## src/inc/tbc_pkg.sv

```systemverilog
// How it works
// - frames queued via data FIFO, multi-buffer packets
// - each buffer led by two command words
// - packet bounds from command segment bits only
// - command tag copied into status word
// - tag mismatch within packet sets error
// - length field is packet size in bytes
// - received byte count mismatch sets error
// - start offset skips bytes within eight words
// - later buffers start anywhere, bytes concatenated
// - surplus end words accepted when enabled
// - padding to end alignment dropped
// - completion flag when buffer loaded
// - status word written after each transmission unless status FIFO full
// - status level flag at programmed count
// - overfilling data FIFO sets error
// - two 16-bit writes form one word
// - commands, offsets, padding take no FIFO space
// - alignment code 00/01/10 = 4/16/32 bytes
// - command A bit 31 raises loaded flag
// - command B must repeat, mismatch sets error
package tbc_pkg;
  // --------------------------------------------------------------
  // register map (byte addresses)
  // --------------------------------------------------------------
  localparam logic [7:0] ADDR_DATA_PORT = 8'h00; // 16-bit halves, low then high
  localparam logic [7:0] ADDR_SPACE_INFO = 8'h04; // tx_fifo_space_info
  localparam logic [7:0] ADDR_STATUS = 8'h08; // status pop on read
  localparam logic [7:0] ADDR_FLAGS = 8'h0C; // write one to clear
  localparam logic [7:0] ADDR_CTRL = 8'h10; // control
  localparam logic [31:0] CTRL_RESET = 32'h0000_0100; // level 1, all off
  localparam int FLAG_ERR_BIT = 0; // tx_error_flag
  localparam int FLAG_LOADED_BIT = 1; // buffer_loaded_flag
  localparam int FLAG_LEVEL_BIT = 2; // status level reached
  localparam int CTRL_PAD_EN_BIT = 0; // accept end padding
  localparam int CTRL_LVL_EN_BIT = 1; // status level enable
  localparam int CTRL_LVL_LSB = 8; // status level field
  // --------------------------------------------------------------
  // sizes and codes
  // --------------------------------------------------------------
  localparam int DATA_DEPTH = 64; // data FIFO words
  localparam int STAT_DEPTH = 8; // status FIFO words
  localparam int INFO_DEPTH = 4; // packets awaiting send
  localparam logic [1:0] ALIGN_4 = 2'h0; // end alignment codes
  localparam logic [1:0] ALIGN_16 = 2'h1;
  localparam logic [1:0] ALIGN_32 = 2'h2;
  localparam logic [1:0] RESP_OKAY = 2'h0; // axi responses
  localparam logic [1:0] RESP_SLVERR = 2'h2;
  // --------------------------------------------------------------
  // command, status and stream carriers
  // --------------------------------------------------------------
  typedef struct packed {
    logic ioc; logic [4:0] rsvd0; logic [1:0] end_align; logic [2:0] rsvd1;
    logic [4:0] start_off; logic [1:0] rsvd2; logic first_seg; logic last_seg;
    logic rsvd3; logic [10:0] buf_size;
  } tbc_cmd_a_t;
  typedef struct packed {
    logic [15:0] tag; logic [4:0] rsvd; logic [10:0] pkt_len;
  } tbc_cmd_b_t;
  typedef struct packed {
    logic [15:0] tag; logic err; logic [3:0] rsvd; logic [10:0] pkt_len;
  } tbc_status_t;
  typedef struct packed {
    logic last; logic [2:0] nbytes; logic [31:0] data;
  } tbc_word_t;
  typedef enum logic [2:0] {
    ST_CMD_A = 3'b001, ST_CMD_B = 3'b010, ST_DATA = 3'b100
  } tbc_state_t;
endpackage

```

## src/core/tbc_tx_front.sv

```systemverilog
// The register addresses and the AXI4-Lite register port are this design's own decisions.
`timescale 1ns/10ps
module tbc_tx_front (
  input wire logic i_ref_clk, // 200 MHz clock
  input wire logic i_sys_rst, // sync reset, high
  input wire logic i_s_axi_awvalid, // write address valid
  output logic o_s_axi_awready, // write address ready
  input wire logic [7:0] i_s_axi_awaddr, // write address
  input wire logic i_s_axi_wvalid, // write data valid
  output logic o_s_axi_wready, // write data ready
  input wire logic [31:0] i_s_axi_wdata, // write data
  input wire logic [3:0] i_s_axi_wstrb, // byte strobes
  output logic o_s_axi_bvalid, // write response valid
  input wire logic i_s_axi_bready, // write response ready
  output logic [1:0] o_s_axi_bresp, // write response
  input wire logic i_s_axi_arvalid, // read address valid
  output logic o_s_axi_arready, // read address ready
  input wire logic [7:0] i_s_axi_araddr, // read address
  output logic o_s_axi_rvalid, // read data valid
  input wire logic i_s_axi_rready, // read data ready
  output logic [31:0] o_s_axi_rdata, // read data
  output logic [1:0] o_s_axi_rresp, // read response
  output tbc_pkg::tbc_word_t o_tx_word, // packed word to mac
  output logic o_tx_valid, // word valid
  input wire logic i_tx_ready, // mac takes word
  input wire logic i_tx_done, // one packet sent, pulse
  input wire logic i_tx_fail, // sent with failure
  output logic o_tx_error_flag, // sticky error
  output logic o_buffer_loaded_flag, // sticky completion
  output logic o_status_level_flag // status count reached
);
  // --------------------------------------------------------------
  // helpers
  // --------------------------------------------------------------
  // append masked bytes of a word above the held bytes
  function automatic logic [58:0] pack_bytes(input logic [23:0] acc, input logic [1:0] accn,
                                             input logic [31:0] w, input logic [3:0] m);
    logic [55:0] buf_v;
    logic [2:0] n;
    buf_v = {32'h0000_0000, acc};
    n = {1'b0, accn};
    for (int b = 0; b < 4; b++) begin
      if (m[b]) begin
        buf_v[8*n +: 8] = w[8*b +: 8];
        n = n + 3'h1;
      end
    end
    return {n, buf_v};
  endfunction
  // count of kept bytes in a mask
  function automatic logic [2:0] ones(input logic [3:0] m);
    return 3'({2'h0, m[0]} + {2'h0, m[1]} + {2'h0, m[2]} + {2'h0, m[3]});
  endfunction

  // --------------------------------------------------------------
  // declarations
  // --------------------------------------------------------------
  tbc_pkg::tbc_state_t state_r; // command/data walker
  tbc_pkg::tbc_cmd_a_t cmd_a_r; // current command a
  tbc_pkg::tbc_cmd_b_t cmd_b_r; // command b of packet
  tbc_pkg::tbc_word_t mem_r [tbc_pkg::DATA_DEPTH]; // data FIFO
  tbc_pkg::tbc_status_t stat_r [tbc_pkg::STAT_DEPTH]; // status FIFO
  tbc_pkg::tbc_cmd_b_t info_r [tbc_pkg::INFO_DEPTH]; // packets waiting
  logic info_err_r [tbc_pkg::INFO_DEPTH]; // per packet error
  logic [5:0] wp_r, rp_r; // data pointers
  logic [6:0] cnt_r; // data words held
  logic [2:0] swp_r, srp_r; // status pointers
  logic [3:0] scnt_r; // status words held
  logic [1:0] iwp_r, irp_r; // info pointers
  logic [2:0] icnt_r; // info entries
  logic aw_got_r, w_got_r; // write halves latched
  logic [7:0] awaddr_r; // latched address
  logic [31:0] wdata_r; // latched data
  logic [3:0] wstrb_r; // latched strobes
  logic [31:0] ctrl_r; // control register
  logic half_r; // low half held
  logic [15:0] lo_r; // low half
  logic word_v; // assembled word strobe
  logic [31:0] word; // assembled word
  logic [11:0] pos_r; // byte position in buffer
  logic [11:0] dend_r; // end of payload bytes
  logic [11:0] bend_r; // end incl. padding
  logic [11:0] pkt_bytes_r; // running packet count
  logic [23:0] acc_r; // held partial bytes
  logic [1:0] accn_r; // held byte count
  logic flush_r; // final partial word due
  logic pkt_err_r; // error within packet
  logic wr_fire, rd_fire; // bus events
  logic push; // data FIFO write
  tbc_pkg::tbc_word_t push_w; // word to write
  logic pop; // data FIFO read into output
  logic [3:0] mask; // payload bytes of word
  logic [58:0] pk; // packer result
  logic [2:0] pkn; // packer byte count
  logic data_end, buf_end; // payload / buffer end word
  logic set_err, set_loaded, pkt_end; // events
  logic [11:0] align_b; // alignment in bytes
  logic [11:0] raw_end; // offset plus size

  // --------------------------------------------------------------
  // axi4-lite write channel
  // --------------------------------------------------------------
  assign wr_fire = aw_got_r && w_got_r && !o_s_axi_bvalid;
  // address and data taken in either order
  always_ff @(posedge i_ref_clk) begin
    if (i_sys_rst) begin
      aw_got_r <= 1'b0; w_got_r <= 1'b0; awaddr_r <= 8'h00; wdata_r <= 32'h0000_0000;
      wstrb_r <= 4'h0; o_s_axi_awready <= 1'b0; o_s_axi_wready <= 1'b0;
      o_s_axi_bvalid <= 1'b0; o_s_axi_bresp <= tbc_pkg::RESP_OKAY;
    end else begin
      o_s_axi_awready <= !aw_got_r && !(i_s_axi_awvalid && o_s_axi_awready);
      o_s_axi_wready <= !w_got_r && !(i_s_axi_wvalid && o_s_axi_wready);
      if (i_s_axi_awvalid && o_s_axi_awready) begin
        aw_got_r <= 1'b1; awaddr_r <= i_s_axi_awaddr;
      end
      if (i_s_axi_wvalid && o_s_axi_wready) begin
        w_got_r <= 1'b1; wdata_r <= i_s_axi_wdata; wstrb_r <= i_s_axi_wstrb;
      end
      if (wr_fire) begin // response after both
        aw_got_r <= 1'b0; w_got_r <= 1'b0; o_s_axi_bvalid <= 1'b1;
        o_s_axi_bresp <= (awaddr_r == tbc_pkg::ADDR_DATA_PORT || awaddr_r == tbc_pkg::ADDR_FLAGS ||
                          awaddr_r == tbc_pkg::ADDR_CTRL) ? tbc_pkg::RESP_OKAY : tbc_pkg::RESP_SLVERR;
      end else if (o_s_axi_bvalid && i_s_axi_bready) begin
        o_s_axi_bvalid <= 1'b0;
      end
    end
  end

  // control register, byte lanes honoured
  always_ff @(posedge i_ref_clk) begin
    if (i_sys_rst) begin
      ctrl_r <= tbc_pkg::CTRL_RESET;
    end else if (wr_fire && awaddr_r == tbc_pkg::ADDR_CTRL) begin
      for (int b = 0; b < 4; b++) begin
        if (wstrb_r[b]) ctrl_r[8*b +: 8] <= wdata_r[8*b +: 8];
      end
    end
  end

  // --------------------------------------------------------------
  // 16-bit halves into words
  // --------------------------------------------------------------
  // low half first, then high half completes the word
  always_ff @(posedge i_ref_clk) begin
    if (i_sys_rst) begin
      half_r <= 1'b0; lo_r <= 16'h0000; word_v <= 1'b0; word <= 32'h0000_0000;
    end else begin
      word_v <= 1'b0;
      if (wr_fire && awaddr_r == tbc_pkg::ADDR_DATA_PORT && wstrb_r[1:0] == 2'h3) begin
        if (!half_r) begin
          lo_r <= wdata_r[15:0]; half_r <= 1'b1;
        end else begin
          word <= {wdata_r[15:0], lo_r}; word_v <= 1'b1; half_r <= 1'b0;
        end
      end
    end
  end

  // --------------------------------------------------------------
  // buffer walker
  // --------------------------------------------------------------
  always_comb begin
    for (int b = 0; b < 4; b++) begin
      mask[b] = (pos_r + 12'(b) >= 12'(cmd_a_r.start_off)) && (pos_r + 12'(b) < dend_r);
    end
    pk = pack_bytes(acc_r, accn_r, word, mask);
    pkn = pk[58:56];
    data_end = cmd_a_r.last_seg && (pos_r < dend_r) && (pos_r + 12'h004 >= dend_r);
    buf_end = (pos_r + 12'h004 >= bend_r);
    case (word[25:24])
      tbc_pkg::ALIGN_16: align_b = 12'h010;
      tbc_pkg::ALIGN_32: align_b = 12'h020;
      default: align_b = 12'h004;
    endcase
    if (!ctrl_r[tbc_pkg::CTRL_PAD_EN_BIT]) align_b = 12'h004;
    raw_end = 12'(word[20:16]) + 12'(word[10:0]);
  end

  // push one word per payload word at most; final partial word next cycle
  always_comb begin
    push = 1'b0;
    push_w = '0;
    if (flush_r) begin
      push = 1'b1;
      push_w = '{last: 1'b1, nbytes: {1'b0, accn_r}, data: {8'h00, acc_r}};
    end else if (word_v && state_r == tbc_pkg::ST_DATA && pkn >= 3'h4) begin
      push = 1'b1;
      push_w = '{last: data_end && pkn == 3'h4, nbytes: 3'h4, data: pk[31:0]};
    end
  end

  assign set_err = (push && cnt_r == 7'(tbc_pkg::DATA_DEPTH))
    || (word_v && state_r == tbc_pkg::ST_CMD_B && !cmd_a_r.first_seg && word != cmd_b_r)
    || (pkt_end && pkt_bytes_r + 12'(ones(mask)) != 12'(cmd_b_r.pkt_len));
  assign pkt_end = word_v && state_r == tbc_pkg::ST_DATA && buf_end && cmd_a_r.last_seg;
  assign set_loaded = word_v && state_r == tbc_pkg::ST_DATA && buf_end && cmd_a_r.ioc;

  // command a, command b, then payload words
  always_ff @(posedge i_ref_clk) begin
    if (i_sys_rst) begin
      state_r <= tbc_pkg::ST_CMD_A; cmd_a_r <= '0; cmd_b_r <= '0; pos_r <= 12'h000;
      dend_r <= 12'h000; bend_r <= 12'h000; pkt_bytes_r <= 12'h000; acc_r <= 24'h000000;
      accn_r <= 2'h0; flush_r <= 1'b0; pkt_err_r <= 1'b0;
    end else begin
      flush_r <= 1'b0;
      if (flush_r) accn_r <= 2'h0;
      if (word_v) begin
        case (state_r)
          tbc_pkg::ST_CMD_A: begin
            cmd_a_r <= word; pos_r <= 12'h000;
            dend_r <= raw_end;
            bend_r <= (raw_end + align_b - 12'h001) & ~(align_b - 12'h001);
            state_r <= tbc_pkg::ST_CMD_B;
          end
          tbc_pkg::ST_CMD_B: begin
            if (cmd_a_r.first_seg) begin
              cmd_b_r <= word; pkt_bytes_r <= 12'h000; pkt_err_r <= 1'b0;
            end else if (word != cmd_b_r) begin
              pkt_err_r <= 1'b1;
            end
            state_r <= (dend_r == 12'h000) ? tbc_pkg::ST_CMD_A : tbc_pkg::ST_DATA;
          end
          tbc_pkg::ST_DATA: begin
            pos_r <= pos_r + 12'h004;
            pkt_bytes_r <= pkt_bytes_r + 12'(ones(mask));
            if (pkn >= 3'h4) begin
              acc_r <= pk[55:32]; accn_r <= 2'(pkn - 3'h4);
            end else begin
              acc_r <= pk[23:0]; accn_r <= pkn[1:0];
            end
            if (data_end && pkn != 3'h4 && pkn != 3'h0) flush_r <= 1'b1;
            if (set_err) pkt_err_r <= 1'b1;
            if (buf_end) begin
              state_r <= tbc_pkg::ST_CMD_A;
              if (cmd_a_r.last_seg) pkt_bytes_r <= 12'h000;
            end
          end
          default: state_r <= tbc_pkg::ST_CMD_A;
        endcase
      end
    end
  end

  // --------------------------------------------------------------
  // data FIFO and output stage
  // --------------------------------------------------------------
  assign pop = (!o_tx_valid || i_tx_ready) && cnt_r != 7'h00;
  always_ff @(posedge i_ref_clk) begin
    if (i_sys_rst) begin
      wp_r <= 6'h00; rp_r <= 6'h00; cnt_r <= 7'h00; o_tx_valid <= 1'b0; o_tx_word <= '0;
    end else begin
      if (push && cnt_r != 7'(tbc_pkg::DATA_DEPTH)) begin
        mem_r[wp_r] <= push_w; wp_r <= wp_r + 6'h01;
      end
      if (pop) begin
        o_tx_word <= mem_r[rp_r]; rp_r <= rp_r + 6'h01; o_tx_valid <= 1'b1;
      end else if (i_tx_ready) begin
        o_tx_valid <= 1'b0;
      end
      cnt_r <= cnt_r + 7'(push && cnt_r != 7'(tbc_pkg::DATA_DEPTH)) - 7'(pop);
    end
  end

  // --------------------------------------------------------------
  // packet info and status FIFO
  // --------------------------------------------------------------
  // status written per finished transmission, good or failed
  always_ff @(posedge i_ref_clk) begin
    if (i_sys_rst) begin
      iwp_r <= 2'h0; irp_r <= 2'h0; icnt_r <= 3'h0; swp_r <= 3'h0; srp_r <= 3'h0; scnt_r <= 4'h0;
    end else begin
      if (pkt_end && icnt_r != 3'(tbc_pkg::INFO_DEPTH)) begin
        info_r[iwp_r] <= cmd_b_r; info_err_r[iwp_r] <= pkt_err_r | set_err; iwp_r <= iwp_r + 2'h1;
      end
      if (i_tx_done && scnt_r != 4'(tbc_pkg::STAT_DEPTH)) begin
        stat_r[swp_r] <= '{tag: info_r[irp_r].tag, err: i_tx_fail | info_err_r[irp_r],
                           rsvd: 4'h0, pkt_len: info_r[irp_r].pkt_len};
        swp_r <= swp_r + 3'h1;
      end
      if (i_tx_done && icnt_r != 3'h0) irp_r <= irp_r + 2'h1;
      if (rd_fire && i_s_axi_araddr == tbc_pkg::ADDR_STATUS && scnt_r != 4'h0) srp_r <= srp_r + 3'h1;
      icnt_r <= icnt_r + 3'(pkt_end && icnt_r != 3'(tbc_pkg::INFO_DEPTH)) - 3'(i_tx_done && icnt_r != 3'h0);
      scnt_r <= scnt_r + 4'(i_tx_done && scnt_r != 4'(tbc_pkg::STAT_DEPTH))
        - 4'(rd_fire && i_s_axi_araddr == tbc_pkg::ADDR_STATUS && scnt_r != 4'h0);
    end
  end

  // --------------------------------------------------------------
  // flags
  // --------------------------------------------------------------
  // error and loaded flags sticky, set beats write-one-to-clear; level flag follows count
  always_ff @(posedge i_ref_clk) begin
    if (i_sys_rst) begin
      o_tx_error_flag <= 1'b0; o_buffer_loaded_flag <= 1'b0; o_status_level_flag <= 1'b0;
    end else begin
      if (set_err) o_tx_error_flag <= 1'b1;
      else if (wr_fire && awaddr_r == tbc_pkg::ADDR_FLAGS && wdata_r[tbc_pkg::FLAG_ERR_BIT])
        o_tx_error_flag <= 1'b0;
      if (set_loaded) o_buffer_loaded_flag <= 1'b1;
      else if (wr_fire && awaddr_r == tbc_pkg::ADDR_FLAGS && wdata_r[tbc_pkg::FLAG_LOADED_BIT])
        o_buffer_loaded_flag <= 1'b0;
      o_status_level_flag <= ctrl_r[tbc_pkg::CTRL_LVL_EN_BIT]
        && {4'h0, scnt_r} >= ctrl_r[tbc_pkg::CTRL_LVL_LSB +: 8] && ctrl_r[tbc_pkg::CTRL_LVL_LSB +: 8] != 8'h00;
    end
  end

  // --------------------------------------------------------------
  // axi4-lite read channel
  // --------------------------------------------------------------
  assign rd_fire = i_s_axi_arvalid && o_s_axi_arready;
  // one read at a time; status read pops one entry
  always_ff @(posedge i_ref_clk) begin
    if (i_sys_rst) begin
      o_s_axi_arready <= 1'b0; o_s_axi_rvalid <= 1'b0; o_s_axi_rdata <= 32'h0000_0000;
      o_s_axi_rresp <= tbc_pkg::RESP_OKAY;
    end else begin
      o_s_axi_arready <= !o_s_axi_rvalid && !rd_fire;
      if (rd_fire) begin
        o_s_axi_rvalid <= 1'b1;
        o_s_axi_rresp <= tbc_pkg::RESP_OKAY;
        case (i_s_axi_araddr)
          tbc_pkg::ADDR_SPACE_INFO:
            o_s_axi_rdata <= {12'h000, scnt_r, 7'h00, 7'(tbc_pkg::DATA_DEPTH) - cnt_r, 2'h0};
          tbc_pkg::ADDR_STATUS: o_s_axi_rdata <= (scnt_r != 4'h0) ? stat_r[srp_r] : 32'h0000_0000;
          tbc_pkg::ADDR_FLAGS:
            o_s_axi_rdata <= {29'h0, o_status_level_flag, o_buffer_loaded_flag, o_tx_error_flag};
          tbc_pkg::ADDR_CTRL: o_s_axi_rdata <= ctrl_r;
          tbc_pkg::ADDR_DATA_PORT: o_s_axi_rdata <= 32'h0000_0000;
          default: begin
            o_s_axi_rdata <= 32'h0000_0000; o_s_axi_rresp <= tbc_pkg::RESP_SLVERR;
          end
        endcase
      end else if (o_s_axi_rvalid && i_s_axi_rready) begin
        o_s_axi_rvalid <= 1'b0;
      end
    end
  end
endmodule

```

## config.mk

```make
export PLATFORM = sky130hd
export DESIGN_NAME = tbc_tx_front
export DESIGN_NICKNAME = d
export VERILOG_FILES = /design/src/inc/tbc_pkg.sv /design/src/core/tbc_tx_front.sv
export SDC_FILE = /design/constraint.sdc
export NUM_CORES = 2
export LEC_CHECK = 0
export BUFFER_PORTS_ARGS = -buffer_cell sky130_fd_sc_hd__buf_2
export CAP_MARGIN = 0
export CORE_MARGIN = 2
export CORE_UTILIZATION = 30
export CTS_BUF_LIST = sky130_fd_sc_hd__clkbuf_8
export DETAILED_ROUTE_END_ITERATION = 6
export GPL_TIMING_DRIVEN = 0
export PLACE_DENSITY = 0.4
export SYNTH_ARGS = -nofsm -noshare
export SYNTH_HDL_FRONTEND = slang
export SYNTH_SLANG_ARGS = --single-unit
```

## constraint.sdc

```tcl
create_clock -name i_ref_clk -period 13.6 [get_ports i_ref_clk]
set_input_delay 2.72 -clock i_ref_clk [delete_from_list [all_inputs] [get_ports i_ref_clk]]
set_output_delay 2.72 -clock i_ref_clk [all_outputs]
set_load 0.01 [all_outputs]
```

==> metrics.txt <==
met1 layer usage reported by global route=27.6%; warnings from Yosys=0; Area Growth Syn to Fin=19.1%; Post-DRT Antenna Nets=0; Vert. Die Dim=637 um; standard cell with the maximum stage delay on the critical path=o31ai_1; Critical Path Start=pos_r[2]; wire length of the first global-routing pass=582000 um; worst hold-check slack=451 ps; result of the run=complete, but fails checks; I/O pin count=143; Hold Fails Final Rpt=0; Clock Path Buffers=4; total global routing track utilization=20.6%; most instantiated library cell after synthesis=edfxtp_1; most heavily used metal layer in global routing=met2; total vias in the final route=67.8k; final count of negative-setup-slack endpoints=0; die area=0.406 mm2; type of the setup path with the least slack=flop to flop; violations in the final reports=design-rule violations, max-capacitance violations, max-slew violations; area leader, netlist=edfxtp_1; total standard cell area after synthesis=0.120 mm2; share of the synthesized area in the top cell type=65.9%; Final GP Congestion=0.878; minimum setup slack in the final design=3020 ps; Post-Synthesis Cells=6494; hpwl dp=304000 um; setup fix buffers added after clock tree synthesis=0; Max-Slew Margin vs Limit=-0.700%; Reg-to-Reg Start=pos_r[2]; fraction of met3 tracks used by global routing=2.96%; Hold WC Path Type=flop to flop; nature of the critical path startpoint=flop; RR Endpoint=cnt_r[6]; start point of the worst hold path=o_s_axi_rdata[11]; DRT iter0 DRCs=6479; hold worst-path end=o_s_axi_rdata[11]; number of enable-type register cells in the synthesized netlist=2640; # nets final=7677; number of instances resized during post-cts repair=0; final worst path period need=10580 ps; via count normalized by instance count=5.14; area of the core=0.399 mm2; Max-Cap Viols=1; async set or reset register ratio after synthesis=0%; fraction of the yosys area taken by sequential cells=71.9%; number of buffers created by CTS=549; upper clock frequency limit=94.5 MHz; Hold Path Cell Cnt=2; Crit path largest cell delay=1200 ps; minimum setup slack among reg-to-reg paths=3020 ps; maximum VDD drop=0.0925 mV; WP buf/inv=10; TritonCTS clock tree=done; Critical Path RT=14660 ps; FILL cells=37.7k; post-synth cell types=86; register clock-pin slew on the reported worst setup and hold paths=60 ps; Post-CTS Hold Buffers=0; worst-skew pair later-pin latency=1180 ps; vias in the first global route=69.9k; number of antenna violations at the first check in global routing=26; total global routing overflow=0; GR Layer Usage met2=34.6%; Avg Synthesized Cell Area=18.5 um2; total iterations of the first detailed-routing run=7; endpoint type of the worst setup path=flop; most numerous cell types in the synthesized netlist=edfxtp_1, mux4_2, nand2_1; Synth area leaders=edfxtp_1, mux4_2, dfxtp_1, nand2_1, ha_1; share of the cycle needed by the critical path after routing=77.8%; number of cells traversed by the worst register-to-register path=37; buffers added on ports=139; starting density of the core=30.1%; Layout Skew=75.1 ps; Primary FF master, synth=edfxtp_1; DRC violation count after routing=1; static leakage=0.0427 uW; largest net degree at the start of global routing=69; data arrival time of the critical path=11640 ps; setup repair after global routing missed its margin=no; share of final-layout standard cells stronger than drive strength 1=27.4%; die width=637 um; power density over the cells=155 mW/mm2; clock root cell=clkbuf_8; Routed WL per cell=32.2 um; DRT Wirelength=425000 um; number of register bits inferred by synthesis=3003; peak fanout along the critical path=10; clock sink total=3003; Post-Place Worst Slack=3340 ps; transition time at the pin with the least slew margin=1500 ps; fin. max-slew vios=1; num rows=232; utilization after layout=35.9%; deepest level of the CTS H-tree=6; Largest delay share family, worst path=buffers and inverters
==> report_power, final <==
part / switching [uW] / total [uW] / internal, uW
Sequential: 128 / 10200 / 10100
Clock: 3910 / 7960 / 4050
Combinational: 2460 / 4030 / 1570
Total: 6500 / 22200 / 15700
==> worst reg2reg max path, delay by kind of cell (launching register included) <==
| family | cells | cell delay (ps) |
|---|---|---|
| compound gates | 7 | 2530 |
| flops | 1 | 560 |
| buf+inv | 10 | 3030 |
| mux | 2 | 420 |
| xor+xnor | 1 | 270 |
| fa+ha+maj | 7 | 2220 |
| simple gates | 10 | 1500 |
==> kinds of logic (layout without fill, tap and decap cells) <==
kind of cell               Yosys count  in the layout  synth area share, %
and+or+nand+nor                   1151           1151                 4.31
DFF                               3003           3003                 71.9
other                                1             15              0.00312
buffers and inverters              517           1928                 1.65
muxes                              936            936                 16.4
adders and majority gates          128            128                 1.38
xor gates and xnor gates           110            110                0.853
AOI/OAI and AO/OA                  648            648                 3.45
==> stage by stage <==
stage / cell area, um2 / total power (uW) / instances / setup TNS [ps]
finish: 143000 / 22200 / 13200 / 0
global route: 143000 / 23100 / 13200 / 0
CTS: 143000 / 22600 / 13200 / 0
detailed placement: 133000 / 14500 / 12200 / 0
global placement: 128000 / 14500 / 11900 / -2559360
floorplan: 120000 / 12700 / 6495 / 0
==> worst max path at each step <==
stage / end / slack, ps / depth (start not counted)
finish: cnt_r[6] / 3020 / 37
global route: cnt_r[6] / 2750 / 37
CTS: cnt_r[6] / 3310 / 37
detailed placement: cnt_r[6] / 3340 / 37
global placement: mem_r[32][35] / -5070 / 23
floorplan: mem_r[0][35] / 4180 / 23
==> state kept, by name, summed over array words and instances, names as in the netlist, 36 cells and up, named ones only <==
name,count
stat_r,224
o_tx_word,36
mem_r,2304
info_r,108
==> layout by cell type, fill, tap and decap left out, types with 21 or more instances in the layout <==
cell         n
xor2_1      65
buf_8       26
a22oi_1     30
ha_1       120
xnor2_1     41
a21oi_1    288
a22o_1      33
buf_1       67
nor2b_1     26
nand2b_1    21
o21ai_0     54
inv_1      318
mux4_2     829
nor4_1      21
dfxtp_1    363
nor3_2      34
clkbuf_2    29
nand2_1    476
a31oi_1     23
nor2_4      52
mux2i_1     87
edfxtp_1  2640
nand3_1     64
nor2_1     243
nor3_1      69
buf_16      40
clkinv_1    83
buf_6      138
buf_2      154
nand4_1     26
clkbuf_1   287
a211oi_1    48
buf_12      81
clkinv_2    44
clkbuf_8   578
buf_4       21
and3_1      21
==> layout make-up <==
type	count	area, um2	area share, %
flip-flops and latches	3003	86500	60.4
diodes	13	32.5	0.0227
plain buffers	402	1590	1.11
clock buffers	578	7960	5.55
well taps	5265	6590	4.60
repair buffers	441	5480	3.83
clock inverters	392	1990	1.39
multi-input cells	2975	32600	22.8
inverters	115	439	0.307
==> metal layers <==
| layer | vias up | wire length (um) |
|---|---|---|
| met5 | - | 13 |
| met4 | 2 | 13600 |
| met3 | 642 | 21700 |
| met2 | 2264 | 207000 |
| met1 | 36600 | 182000 |
| li1 | 28300 | - |
(Power assumes the default switching activity.)
